===== config.mk =====
export PLATFORM = sky130hd
export DESIGN_NAME = ssf_status_regs
export DESIGN_NICKNAME = d
export VERILOG_FILES = /design/src/design/ssf_pkg.sv /design/src/design/ssf_rise_detect.sv /design/src/design/ssf_delay_filter.sv /design/src/design/ssf_status_regs.sv
export SDC_FILE = /design/constraint.sdc
export NUM_CORES = 1
export LEC_CHECK = 0
export ABC_AREA = 1
export BUFFER_PORTS_ARGS = -buffer_cell sky130_fd_sc_hd__buf_2
export CAP_MARGIN = 20
export CORE_UTILIZATION = 50
export DETAILED_ROUTE_END_ITERATION = 12
export PLACE_DENSITY_LB_ADDON = 0.12
export SKIP_CTS_REPAIR_TIMING = 1
export SYNTH_ARGS = -nofsm -noshare
export SYNTH_HDL_FRONTEND = slang
export SYNTH_SLANG_ARGS = --single-unit

===== constraint.sdc =====
create_clock -name clk_i -period 1.45 [get_ports clk_i]
set_input_delay 0.29 -clock clk_i [delete_from_list [all_inputs] [get_ports clk_i]]
set_output_delay 0.29 -clock clk_i [all_outputs]
set_load 0.02 [all_outputs]

===== src/design/ssf_pkg.sv =====
// ssf_pkg: shared constants and types of the supply status/fault block.
// assumes a single 200 MHz clock and a nine-bit status layout everywhere.
package ssf_pkg;

  // ==========================================================================
  // status vector layout, shared by all four status registers
  localparam int unsigned STATUS_W = 9;
  localparam int unsigned BIT_CV = 0;
  localparam int unsigned BIT_CC = 1;
  localparam int unsigned BIT_OR = 2;
  localparam int unsigned BIT_OV = 3;
  localparam int unsigned BIT_OT = 4;
  localparam int unsigned BIT_AC = 5;
  localparam int unsigned BIT_CURRENT_CUTBACK_TRIP = 6;
  localparam int unsigned BIT_ERR = 7;
  localparam int unsigned BIT_RI = 8;

  typedef logic [STATUS_W-1:0] ssf_status_t;

  // ==========================================================================
  // reset values
  localparam ssf_status_t LATCHED_RST = 9'h000;
  localparam ssf_status_t MASK_RST = 9'h000;
  localparam ssf_status_t TRAP_RST = 9'h000;
  localparam ssf_status_t REPLY_RST = 9'h000;
  // all ones: a condition already true at power-up is no transition
  localparam ssf_status_t PREV_RST = 9'h1FF;
  localparam logic OUT_EN_RST = 1'b1;
  localparam logic SRQ_EN_RST = 1'b0;
  localparam logic ERR_RST = 1'b0;

  // ==========================================================================
  // timing: overrange recognition delay is counted in units of 1 us
  localparam int unsigned CLK_PERIOD_PS = 5000;
  localparam int unsigned DELAY_UNIT_NS = 1000;
  localparam int unsigned DELAY_UNIT_CYC =
    (DELAY_UNIT_NS * 1000 + CLK_PERIOD_PS - 1) / CLK_PERIOD_PS;

  // ==========================================================================
  // reply state machine and query kinds
  typedef enum logic [1:0] {
    ST_IDLE = 2'b01,
    ST_REPLY = 2'b10
  } ssf_state_e;

  typedef enum logic [2:0] {
    QRY_PRESENT = 3'b001,
    QRY_LATCHED = 3'b010,
    QRY_TRAP = 3'b100
  } ssf_query_e;

endpackage : ssf_pkg


===== src/design/ssf_rise_detect.sv =====
// ssf_rise_detect: per-bit false-to-true detector for a status vector.
// assumes level_i is synchronous to clk_i.
`timescale 1ns/1ps
`default_nettype none
module ssf_rise_detect (
  // clock and reset
  input wire logic clk_i,
  input wire logic srst_i,
  // level in, one-cycle rise out
  input wire logic [ssf_pkg::STATUS_W-1:0] level_i,
  output logic [ssf_pkg::STATUS_W-1:0] rise_o
);

  // ==========================================================================
  // state
  typedef struct packed {
    logic [ssf_pkg::STATUS_W-1:0] prev;
  } ssf_rise_s;

  ssf_rise_s st;
  ssf_rise_s next_st;

  // remember last level; edge only, never the level itself
  always_comb begin
    next_st = st;
    next_st.prev = level_i;
  end

  always_ff @(posedge clk_i) begin
    if (srst_i) begin
      st.prev <= ssf_pkg::PREV_RST;
    end else begin
      st <= next_st;
    end
  end

  assign rise_o = level_i & ~st.prev;

endmodule : ssf_rise_detect
`default_nettype wire


===== src/design/ssf_delay_filter.sv =====
// ssf_delay_filter: qualifies the overrange level after a programmable delay.
// assumes delay_i is stable-ish; it is compared live, in 1 us units.
`timescale 1ns/1ps
`default_nettype none
module ssf_delay_filter #(
  parameter int unsigned DELAY_W = 16
) (
  // clock and reset
  input wire logic clk_i,
  input wire logic srst_i,
  // raw level and delay setting
  input wire logic raw_i,
  input wire logic [DELAY_W-1:0] delay_i,
  // qualified level
  output logic qual_o
);

  localparam int unsigned TICK_W = $clog2(ssf_pkg::DELAY_UNIT_CYC);
  localparam logic [TICK_W-1:0] TICK_LAST =
    TICK_W'(ssf_pkg::DELAY_UNIT_CYC - 1);

  // ==========================================================================
  // state
  typedef struct packed {
    logic [TICK_W-1:0] tick_cnt;
    logic [DELAY_W-1:0] run_cnt;
    logic qual;
  } ssf_dly_s;

  ssf_dly_s st;
  ssf_dly_s next_st;
  logic tick;

  // free-running divider: granularity is one unit, traded for one counter
  always_comb begin
    next_st = st;
    tick = (st.tick_cnt == TICK_LAST);
    next_st.tick_cnt = tick ? '0 : st.tick_cnt + 1'b1;
    if (!raw_i) begin
      next_st.run_cnt = '0;
      next_st.qual = 1'b0;
    end else if (st.run_cnt >= delay_i) begin
      next_st.qual = 1'b1;
    end else if (tick) begin
      next_st.run_cnt = st.run_cnt + 1'b1;
    end
  end

  always_ff @(posedge clk_i) begin
    if (srst_i) begin
      st <= '0;
    end else begin
      st <= next_st;
    end
  end

  assign qual_o = st.qual;

endmodule : ssf_delay_filter
`default_nettype wire


===== src/design/ssf_status_regs.sv =====
// ssf_status_regs: status, accumulated, trap-enable and trap registers plus
// output inhibit/enable of a programmable supply.
// assumes an upstream command parser that turns text commands into one-cycle
// strobes, and a formatter that turns the binary reply into decimal text.
//
// Operation
// - output-off strobe inhibits the output, leaves other settings alone
// - every command keeps being accepted while the output is inhibited
// - output-on strobe re-enables the inhibited output
// - present-state vector follows the live conditions every cycle
// - all four registers: CV CC OR OV OT AC CURRENT_CUTBACK_TRIP ERR RI, bits 0..8
// - present-state query returns bits weighted by two to bit position
// - error bit stays set from detection until cleared
// - accumulated bits latch any true present bit until next read
// - accumulated read returns latch, then reloads it from present state
// - only trap-enabled bits may set trap bits
// - trap bits set on false-to-true transitions only
// - trap query returns weighted sum of set trap bits
// - trap read clears the returned trap bits after the reply
// - overrange must persist for the recognition delay to reach trap
// - error set on detection, cleared by the error query
// - poll alarm bit is the OR of all trap bits
// - with service requests on, request service as alarm rises
`timescale 1ns/1ps
`default_nettype none
module ssf_status_regs #(
  parameter int unsigned DELAY_W = 16
) (
  // clock and reset
  input wire logic clk_i,
  input wire logic srst_i,
  // live conditions from the supply
  input wire logic const_voltage_flag_i,
  input wire logic const_current_flag_i,
  input wire logic overrange_flag_i,
  input wire logic excess_voltage_trip_i,
  input wire logic thermal_trip_i,
  input wire logic line_dropout_flag_i,
  input wire logic current_cutback_trip_i,
  input wire logic remote_inhibit_input_i,
  input wire logic prog_error_detect_i,
  // overrange recognition delay, in 1 us units
  input wire logic [DELAY_W-1:0] or_delay_i,
  // decoded setting commands, one-cycle strobes
  input wire logic output_off_cmd_i,
  input wire logic output_on_cmd_i,
  input wire logic enable_select_cmd_i,
  input wire logic [ssf_pkg::STATUS_W-1:0] enable_select_data_i,
  input wire logic srq_on_cmd_i,
  input wire logic srq_off_cmd_i,
  input wire logic error_query_i,
  // decoded queries, one-cycle strobes
  input wire logic present_state_query_i,
  input wire logic latched_state_query_i,
  input wire logic trap_query_i,
  output logic query_ready_o,
  // reply towards the formatter
  output logic reply_valid_o,
  output logic [ssf_pkg::STATUS_W-1:0] reply_data_o,
  input wire logic reply_ready_i,
  // supply-side and poll outputs
  output logic output_enable_o,
  output logic prog_error_o,
  output logic poll_alarm_bit_o,
  output logic service_request_o
);

  // ==========================================================================
  // parameter check
  if (DELAY_W < 1 || DELAY_W > 32) begin : g_bad_delay_w
    $error("ssf_status_regs: DELAY_W must lie in 1..32");
  end

  // ==========================================================================
  // state of this module
  typedef struct packed {
    ssf_pkg::ssf_state_e fsm;
    ssf_pkg::ssf_query_e qry;
    ssf_pkg::ssf_status_t reply;
    ssf_pkg::ssf_status_t latched;
    ssf_pkg::ssf_status_t mask;
    ssf_pkg::ssf_status_t trap;
    logic err;
    logic out_en;
    logic srq_en;
    logic srq_pulse;
  } ssf_regs_s;

  ssf_regs_s st;
  ssf_regs_s next_st;

  // ==========================================================================
  // helper functions

  // bits of a register that a completed read leaves behind: only what was
  // reported is removed, so an event arriving meanwhile is kept
  function automatic ssf_pkg::ssf_status_t keep_unreported(
    input ssf_pkg::ssf_status_t value,
    input ssf_pkg::ssf_status_t reported
  );
    keep_unreported = value & ~reported;
  endfunction : keep_unreported

  // any bit set
  function automatic logic any_set(input ssf_pkg::ssf_status_t value);
    any_set = |value;
  endfunction : any_set

  // ==========================================================================
  // present-state vector, purely combinational so it is always current
  ssf_pkg::ssf_status_t present;
  ssf_pkg::ssf_status_t trap_src;
  ssf_pkg::ssf_status_t trap_rise;
  logic or_qualified;

  // assemble live conditions in the shared layout
  always_comb begin
    present = '0;
    present[ssf_pkg::BIT_CV] = const_voltage_flag_i;
    present[ssf_pkg::BIT_CC] = const_current_flag_i;
    present[ssf_pkg::BIT_OR] = overrange_flag_i;
    present[ssf_pkg::BIT_OV] = excess_voltage_trip_i;
    present[ssf_pkg::BIT_OT] = thermal_trip_i;
    present[ssf_pkg::BIT_AC] = line_dropout_flag_i;
    present[ssf_pkg::BIT_CURRENT_CUTBACK_TRIP] = current_cutback_trip_i;
    present[ssf_pkg::BIT_ERR] = st.err;
    present[ssf_pkg::BIT_RI] = remote_inhibit_input_i;
  end

  // trap path sees overrange only after the recognition delay
  always_comb begin
    trap_src = present;
    trap_src[ssf_pkg::BIT_OR] = or_qualified;
  end

  // ==========================================================================
  // overrange qualification
  ssf_delay_filter #(
    .DELAY_W(DELAY_W)
  ) u_or_filter (
    .clk_i(clk_i),
    .srst_i(srst_i),
    .raw_i(overrange_flag_i),
    .delay_i(or_delay_i),
    .qual_o(or_qualified)
  );

  // ==========================================================================
  // edge detection for the trap register
  ssf_rise_detect u_trap_edge (
    .clk_i(clk_i),
    .srst_i(srst_i),
    .level_i(trap_src),
    .rise_o(trap_rise)
  );

  // ==========================================================================
  // next-state logic
  // settings commands are handled in every state: the reply machine only
  // gates queries, so programming continues while inhibited or replying
  always_comb begin
    ssf_pkg::ssf_status_t trap_set;
    logic reply_done;
    trap_set = '0;
    reply_done = 1'b0;
    next_st = st;
    next_st.srq_pulse = 1'b0;

    // output inhibit/enable; off wins if both arrive together, the safe way
    if (output_off_cmd_i) begin
      next_st.out_en = 1'b0;
    end else if (output_on_cmd_i) begin
      next_st.out_en = 1'b1;
    end

    // service request enable
    if (srq_off_cmd_i) begin
      next_st.srq_en = 1'b0;
    end else if (srq_on_cmd_i) begin
      next_st.srq_en = 1'b1;
    end

    // trap-enable register takes exactly the listed bits
    if (enable_select_cmd_i) begin
      next_st.mask = enable_select_data_i;
    end

    // error flag: detection beats a simultaneous clear
    if (error_query_i) begin
      next_st.err = 1'b0;
    end
    if (prog_error_detect_i) begin
      next_st.err = 1'b1;
    end

    // reply machine
    case (st.fsm)
      ssf_pkg::ST_IDLE: begin
        if (present_state_query_i) begin
          next_st.qry = ssf_pkg::QRY_PRESENT;
          next_st.reply = present;
          next_st.fsm = ssf_pkg::ST_REPLY;
        end else if (latched_state_query_i) begin
          next_st.qry = ssf_pkg::QRY_LATCHED;
          next_st.reply = st.latched | present;
          next_st.fsm = ssf_pkg::ST_REPLY;
        end else if (trap_query_i) begin
          next_st.qry = ssf_pkg::QRY_TRAP;
          next_st.reply = st.trap;
          next_st.fsm = ssf_pkg::ST_REPLY;
        end
      end
      ssf_pkg::ST_REPLY: begin
        if (reply_ready_i) begin
          reply_done = 1'b1;
          next_st.fsm = ssf_pkg::ST_IDLE;
        end
      end
      default: begin
        next_st.fsm = ssf_pkg::ST_IDLE;
      end
    endcase

    // accumulated latch: any true present bit sticks; after a read it
    // restarts from the present state plus anything not yet reported
    if (reply_done && st.qry == ssf_pkg::QRY_LATCHED) begin
      next_st.latched = present |
        keep_unreported(st.latched, st.reply);
    end else begin
      next_st.latched = st.latched | present;
    end

    // trap register: enabled rising edges set, a finished read clears
    trap_set = trap_rise & st.mask;
    if (reply_done && st.qry == ssf_pkg::QRY_TRAP) begin
      next_st.trap = keep_unreported(st.trap, st.reply) | trap_set;
    end else begin
      next_st.trap = st.trap | trap_set;
    end

    // service request pulse on the rise of the alarm summary
    next_st.srq_pulse = st.srq_en & any_set(next_st.trap) &
      ~any_set(st.trap);
  end

  // ==========================================================================
  // state register
  // power-up leaves output enabled and every latch/enable cleared
  always_ff @(posedge clk_i) begin
    if (srst_i) begin
      st.fsm <= ssf_pkg::ST_IDLE;
      st.qry <= ssf_pkg::QRY_PRESENT;
      st.reply <= ssf_pkg::REPLY_RST;
      st.latched <= ssf_pkg::LATCHED_RST;
      st.mask <= ssf_pkg::MASK_RST;
      st.trap <= ssf_pkg::TRAP_RST;
      st.err <= ssf_pkg::ERR_RST;
      st.out_en <= ssf_pkg::OUT_EN_RST;
      st.srq_en <= ssf_pkg::SRQ_EN_RST;
      st.srq_pulse <= 1'b0;
    end else begin
      st <= next_st;
    end
  end

  // ==========================================================================
  // outputs
  // queries are taken only when no reply is outstanding
  assign query_ready_o = (st.fsm == ssf_pkg::ST_IDLE);
  assign reply_valid_o = (st.fsm == ssf_pkg::ST_REPLY);
  // binary value; its decimal rendering is the weighted sum
  assign reply_data_o = st.reply;
  assign output_enable_o = st.out_en;
  assign prog_error_o = st.err;
  // summary alarm: clearing the trap register clears it too
  assign poll_alarm_bit_o = any_set(st.trap);
  assign service_request_o = st.srq_pulse;

endmodule : ssf_status_regs
`default_nettype wire


# [Word-level counts from Yosys, hierarchy flattened]
# Index checks and enable logic that the tools add are counted.
[totals] register_bits=79 out_inout_bits=15 wordCells=65 in_bits=46
[classes] reduce_logical=13 addsub=2 eq_ne=7 magnitude_cmp=1 n_mux=13 bitwise=15
[ops] op="2-to-1 mux 14 bit" count=3
[ops] op="AND 9 bit" count=4
[ops] op="OR 9 bit" count=4
[ops] op="2-to-1 mux 9 bit" count=2
[ops] op="NOT 9 bit" count=2
[ops] op="OR reduction 9 bit" count=2
[ops] op="adder 16 x 1 -> 16 bit (second input constant)" count=1
[ops] op="greater-or-equal comparator 16 bit" count=1
[ops] op="adder 8 x 1 -> 8 bit (second input constant)" count=1
[ops] op="equality test 8 bit (second input constant)" count=1
[ops] op="2-to-1 mux 1 bit" count=6
[ops] op="AND reduction 2 bit" count=3
[ops] op="OR reduction 2 bit" count=3
[ops] op="inequality test 4 bit (second input constant)" count=1
[ops] op="one-hot mux 2 bit (2 select lines)" count=1
[ops] op="nonzero test 2 bit" count=2
[ops] op="equality test 3 x 2 -> 1 bit (second input constant)" count=1
[ops] op="equality test 3 bit (second input constant)" count=1
[ops] op="NOT 1 bit" count=3
[ops] op="nonzero test 3 bit" count=1
[ops] op="AND 1 bit" count=2
[ops] op="equality test 2 x 1 -> 1 bit (second input constant)" count=1
[ops] op="equality test 2 bit (second input constant)" count=1
[ops] op="logical AND 1 bit" count=2
[ops] op="other kinds (2)" count=2

# [Logic depth before layout (Yosys ltp)]
[logic_depth] ltp_word=8 depth_mapped=15 depth_no_buf=14

# [Modules after synthesis]
# From an unflattened synthesis, not the netlist that was laid out.
[hier_totals] cells_unflattened=578 hier_area_um2=4056.4
[modules_own_cells] module="ssf_status_regs" cells_each=261 area_each_um2=1963.1 seq_area_each_um2=900.9 instances=1
[modules_own_cells] module="ssf_delay_filter" cells_each=280 area_each_um2=1808.0 seq_area_each_um2=500.5 instances=1
[modules_own_cells] module="ssf_rise_detect" cells_each=37 area_each_um2=285.3 seq_area_each_um2=180.2 instances=1

# [Worst setup path after synthesis]
# OpenSTA, ideal clock, no wires.
[synth_timing] kind="flip-flop to flip-flop" start="register u_or_filter.st[7] (netlist bit)" end="register u_or_filter.st[15] (netlist bit)" required_time_ns=1.386 n_path_buf=1 period_less_slack_ns=1.570 stages_incl_launch_ff=14 path_slack_ns=-0.120 setup_ns=0.064 arrival_time_ns=1.506 path_cell_list="dfxtp_1 -> ha_1 -> nand2_1 -> inv_1 -> nand2_1 -> nand2_1 -> nor2_1 -> nand2_1 -> nand2_1 -> buf_2 -> nand3_1 -> nand2_1 -> nand2_1 -> nor2_1"
[synth_via] elab_chain_cells=3 elab_cells_between_ends=4 cone_classes="add/sub (1); order compare (1); bitwise (1); reduce/logical (1)"
[synth_lines] item="from (decl)" line="ssf_delay_filter.sv:30" source="ssf_dly_s st;"
[synth_lines] item="from (signal assigned)" line="ssf_delay_filter.sv:53" source="st <= next_st;"
[synth_lines] item="greater-or-equal comparator 16 bit" line="ssf_delay_filter.sv:42" source="end else if (st.run_cnt >= delay_i) begin"
[synth_lines] item="NOT 1 bit (no source line)"
[synth_lines] item="AND reduction 2 bit (no source line)"
# Several ways; a longest one is shown, not always the timed one.
# A chain may end at the register's enable or synchronous reset.

# [Final worst setup path]
[layout_timing] start="register st[8] (netlist bit)" end="output port poll_alarm_bit_o"
[layout_via] elab_chain_cells=1
[layout_lines] item="from (decl)" line="ssf_status_regs.sv:89" source="ssf_regs_s st;"
[layout_lines] item="from (signal assigned)" line="ssf_status_regs.sv:262" source="st <= next_st;"
[layout_lines] item="OR reduction 9 bit" line="ssf_status_regs.sv:106" source="any_set = |value;"
[layout_lines] item="to (decl)" line="ssf_status_regs.sv:64" source="output logic poll_alarm_bit_o,"
# Every way passes these cells.

==> impl_metrics.env <==
export IMPL_dpl_cell_area_sq_um=4830
export IMPL_drt_initial_drc_count=186
export IMPL_syn_avg_cell_area_sq_um=6.99
export IMPL_layout_drive_gt1_share_pct=35.1
export IMPL_hp_class="input port to flip-flop"
export IMPL_tightest_slew_ns=0.407
export IMPL_ys_seq_elements=79
export IMPL_crit_type="flip-flop to output pin"
export IMPL_crit_arrival_ns=1.38
export IMPL_grt_pass1_vias=3584
export IMPL_skew_ns=0.00979
export IMPL_cts_buffer_depth=2
export IMPL_slowest_delay_ns=0.34
export IMPL_violations="setup timing"
export IMPL_crit_path_start_kind="flip-flop"
export IMPL_clock_latency_ns=0.36
export IMPL_cts_tree="yes"
export IMPL_post_layout_total_power_uw=5060
export IMPL_root_buffer="clkbuf_8"
export IMPL_grt_ovfl_total=0
export IMPL_ant_nets=0
export IMPL_first_pass_iters=5
export IMPL_place_congestion=0.835
export IMPL_hold_viol_final=0
export IMPL_initial_core_util_pct=51.9
export IMPL_grt_util_met1_pct=29.6
export IMPL_place_hpwl_um=6840
export IMPL_yosysSeqAreaShare_pct=39.4
export IMPL_cp_max_fo=3
export IMPL_synth_top_cell_by_area="dfxtp_1"
export IMPL_grtUsageMet2_pct=40.7
export IMPL_crit_buf_inv=1
export IMPL_finish_instance_area_sq_um=5420
export IMPL_peakVddDrop_v=0.000479
export IMPL_fmax_mhz=600
export IMPL_netlist_instances=574
export IMPL_io_pins=61
export IMPL_endpoint_kind="output pin"
export IMPL_setup_violations=19
export IMPL_wire_per_inst_um=12.6
export IMPL_num_rows=32
export IMPL_nets=742
export IMPL_cap_violations=0
export IMPL_dieArea_sq_um=8390
export IMPL_fp_dieH_um=91.6
export IMPL_num_antenna_cells=0
export IMPL_hp_start="srq_off_cmd_i"
export IMPL_slew_viol_final=0
export IMPL_finalSetupTns_ns=-3.38
export IMPL_required_ns=1.16
export IMPL_yosys_warnings=0
export IMPL_grt_max_degree=33
export IMPL_antenna_found_initial=0
export IMPL_wl_um=9930
export IMPL_synthesis_area_sq_um=4010
export IMPL_utilization_pct=70.1
export IMPL_clkSlewWorstSetupHoldPaths_ns=0.09
export IMPL_min_period_ns=1.67
export IMPL_p_per_area_nw_per_um2=933
export IMPL_startpoint="st[8]$_SDFF_PP0_"
export IMPL_route_detailed_drc=0
export IMPL_core_area_sq_um=7730
export IMPL_htreeDepth=3
export IMPL_p_leak_uw=0.00256
export IMPL_cts_buffers=9
export IMPL_crit_path_cell_trace="nor2_1, nand3_1, nor3_2, nand2_1, buf_2"
export IMPL_fillCellCount=659
export IMPL_synthToLayoutAreaGrowth_pct=35.0
export IMPL_synth_area_leaders="dfxtp_1 (39%), nand2_1 (12%), inv_1 (8.4%)"
export IMPL_clock_sinks=79
export IMPL_grt_use_total_pct=23.6
export IMPL_period_share_pct=115
export IMPL_port_buffers=60
export IMPL_slew_headroom_pct=72.8
export IMPL_met3_usage_pct=4.27
export IMPL_grt_pass1_wl_um=15700
export IMPL_viasPerCell=5.02
export IMPL_syn_nets=638
export IMPL_grt_busiest_layer="met2"
export IMPL_finalWorstSetupSlack_ns=-0.215
export IMPL_rr_startpoint="u_or_filter.st[6]$_SDFFE_PP0P_"
export IMPL_rsz0062_at_grt="true"
export IMPL_timing_hold_ws_ns=0.0818
export IMPL_crit_slowest_cell="dfxtp_1"
export IMPL_synth_top_area_share_pct=39.4
export IMPL_status="complete, but fails checks"
export IMPL_crit_family="simple AND/OR/NAND/NOR gates"
export IMPL_vias=3940
export IMPL_synth_cell_types=32
export IMPL_die_w_um=91.6
==> report_power, final <==
group	leakage [uW]	switching, uW	internal (uW)
Clock	0.000121	852	1160
Sequential	0.000656	85.1	2290
Combinational	0.00179	387	286
Total	0.00256	1320	3730
==> per-layer routing <==
| layer | vias to the layer above | wire, um | part of all wire [%] |
|---|---|---|---|
| met4 | 0 | 70 | 0.71 |
| li1 | 2031 | - | - |
| met2 | 89 | 4980 | 50 |
| met3 | 6 | 470 | 4.7 |
| met1 | 1814 | 4410 | 44 |
| met5 | - | 0 | 0 |
==> cells by family after synthesis <==
group / after synthesis / share of synthesized area [%]
flops: 79 / 39.4
compound gates: 76 / 10.8
simple gates: 285 / 32.0
fa+ha+maj: 18 / 5.61
buf+inv: 116 / 12.2
==> metrics by stage <==
step | instances | setup WS (ns)
2_1_floorplan | 574 | -0.0239
3_3_place_gp | 759 | -0.220
3_5_place_dp | 759 | -0.296
4_1_cts | 775 | -0.306
5_1_grt | 785 | -0.359
6_report | 785 | -0.215
==> path summary, 6_finish.rpt <==
| check | slack (ns) | cells past startpoint | end |
|---|---|---|---|
| worst max-delay path | -0.22 | 5 | poll_alarm_bit_o |
| worst min-delay path | 0.08 | 2 | st[1]$_SDFFE_PP0P_ |
| worst max register to register | -0.21 | 12 | u_or_filter.st[13]$_SDFFE_PP0P_ |
| worst min register to register | 0.47 | 2 | st[17]$_SDFFE_PP0P_ |
==> synthesized netlist by cell type (all sizes together) <==
| cell | count |
|---|---|
| nor4 | 1 |
| o21ai | 25 |
| nand4 | 15 |
| o211ai | 1 |
| nand2 | 129 |
| clkbuf | 7 |
| inv | 92 |
| a211oi | 1 |
| buf | 17 |
| or2 | 12 |
| nor3b | 1 |
| a221oi | 2 |
| ha | 18 |
| nor2 | 82 |
| nor3 | 14 |
| nand3b | 1 |
| a21oi | 27 |
| dfxtp | 79 |
| a31oi | 13 |
| a22oi | 4 |
| a41oi | 3 |
| nand3 | 30 |
==> layout by cell type, fill, tap and decap left out, drive strengths merged <==
cell type  count
nand2        129
buf          115
inv           93
nor2          82
dfxtp         79
nand3         30
a21oi         27
o21ai         25
ha            18
nand4         15
nor3          14
a31oi         13
or2           12
clkbuf        12
a22oi          4
a41oi          3
bufinv         3
a221oi         2
clkinv         2
o211ai         1
nor4           1
a211oi         1
nand3b         1
nor3b          1
==> final cells by class <==
class / count / area (sq um) / share of cell area (%)
Inverter: 92 / 345 / 6.37
Sequential cell: 79 / 1600 / 29.6
Tap cell: 102 / 128 / 2.36
Multi-Input combinational cell: 379 / 2270 / 41.8
Timing Repair Buffer: 117 / 833 / 15.4
Clock buffer: 10 / 128 / 2.36
Clock inverter: 6 / 116 / 2.15
==> sequential cells by signal, summed over array words and instances, names as in the netlist <==
register / cells
st: 33
u_or_filter.st: 24
reply_data_o: 9
u_trap_edge.st: 9
output_enable_o: 1
prog_error_o: 1
service_request_o: 1
u_or_filter.qual_o: 1
Note: power is estimated with default switching activity, not from simulation.
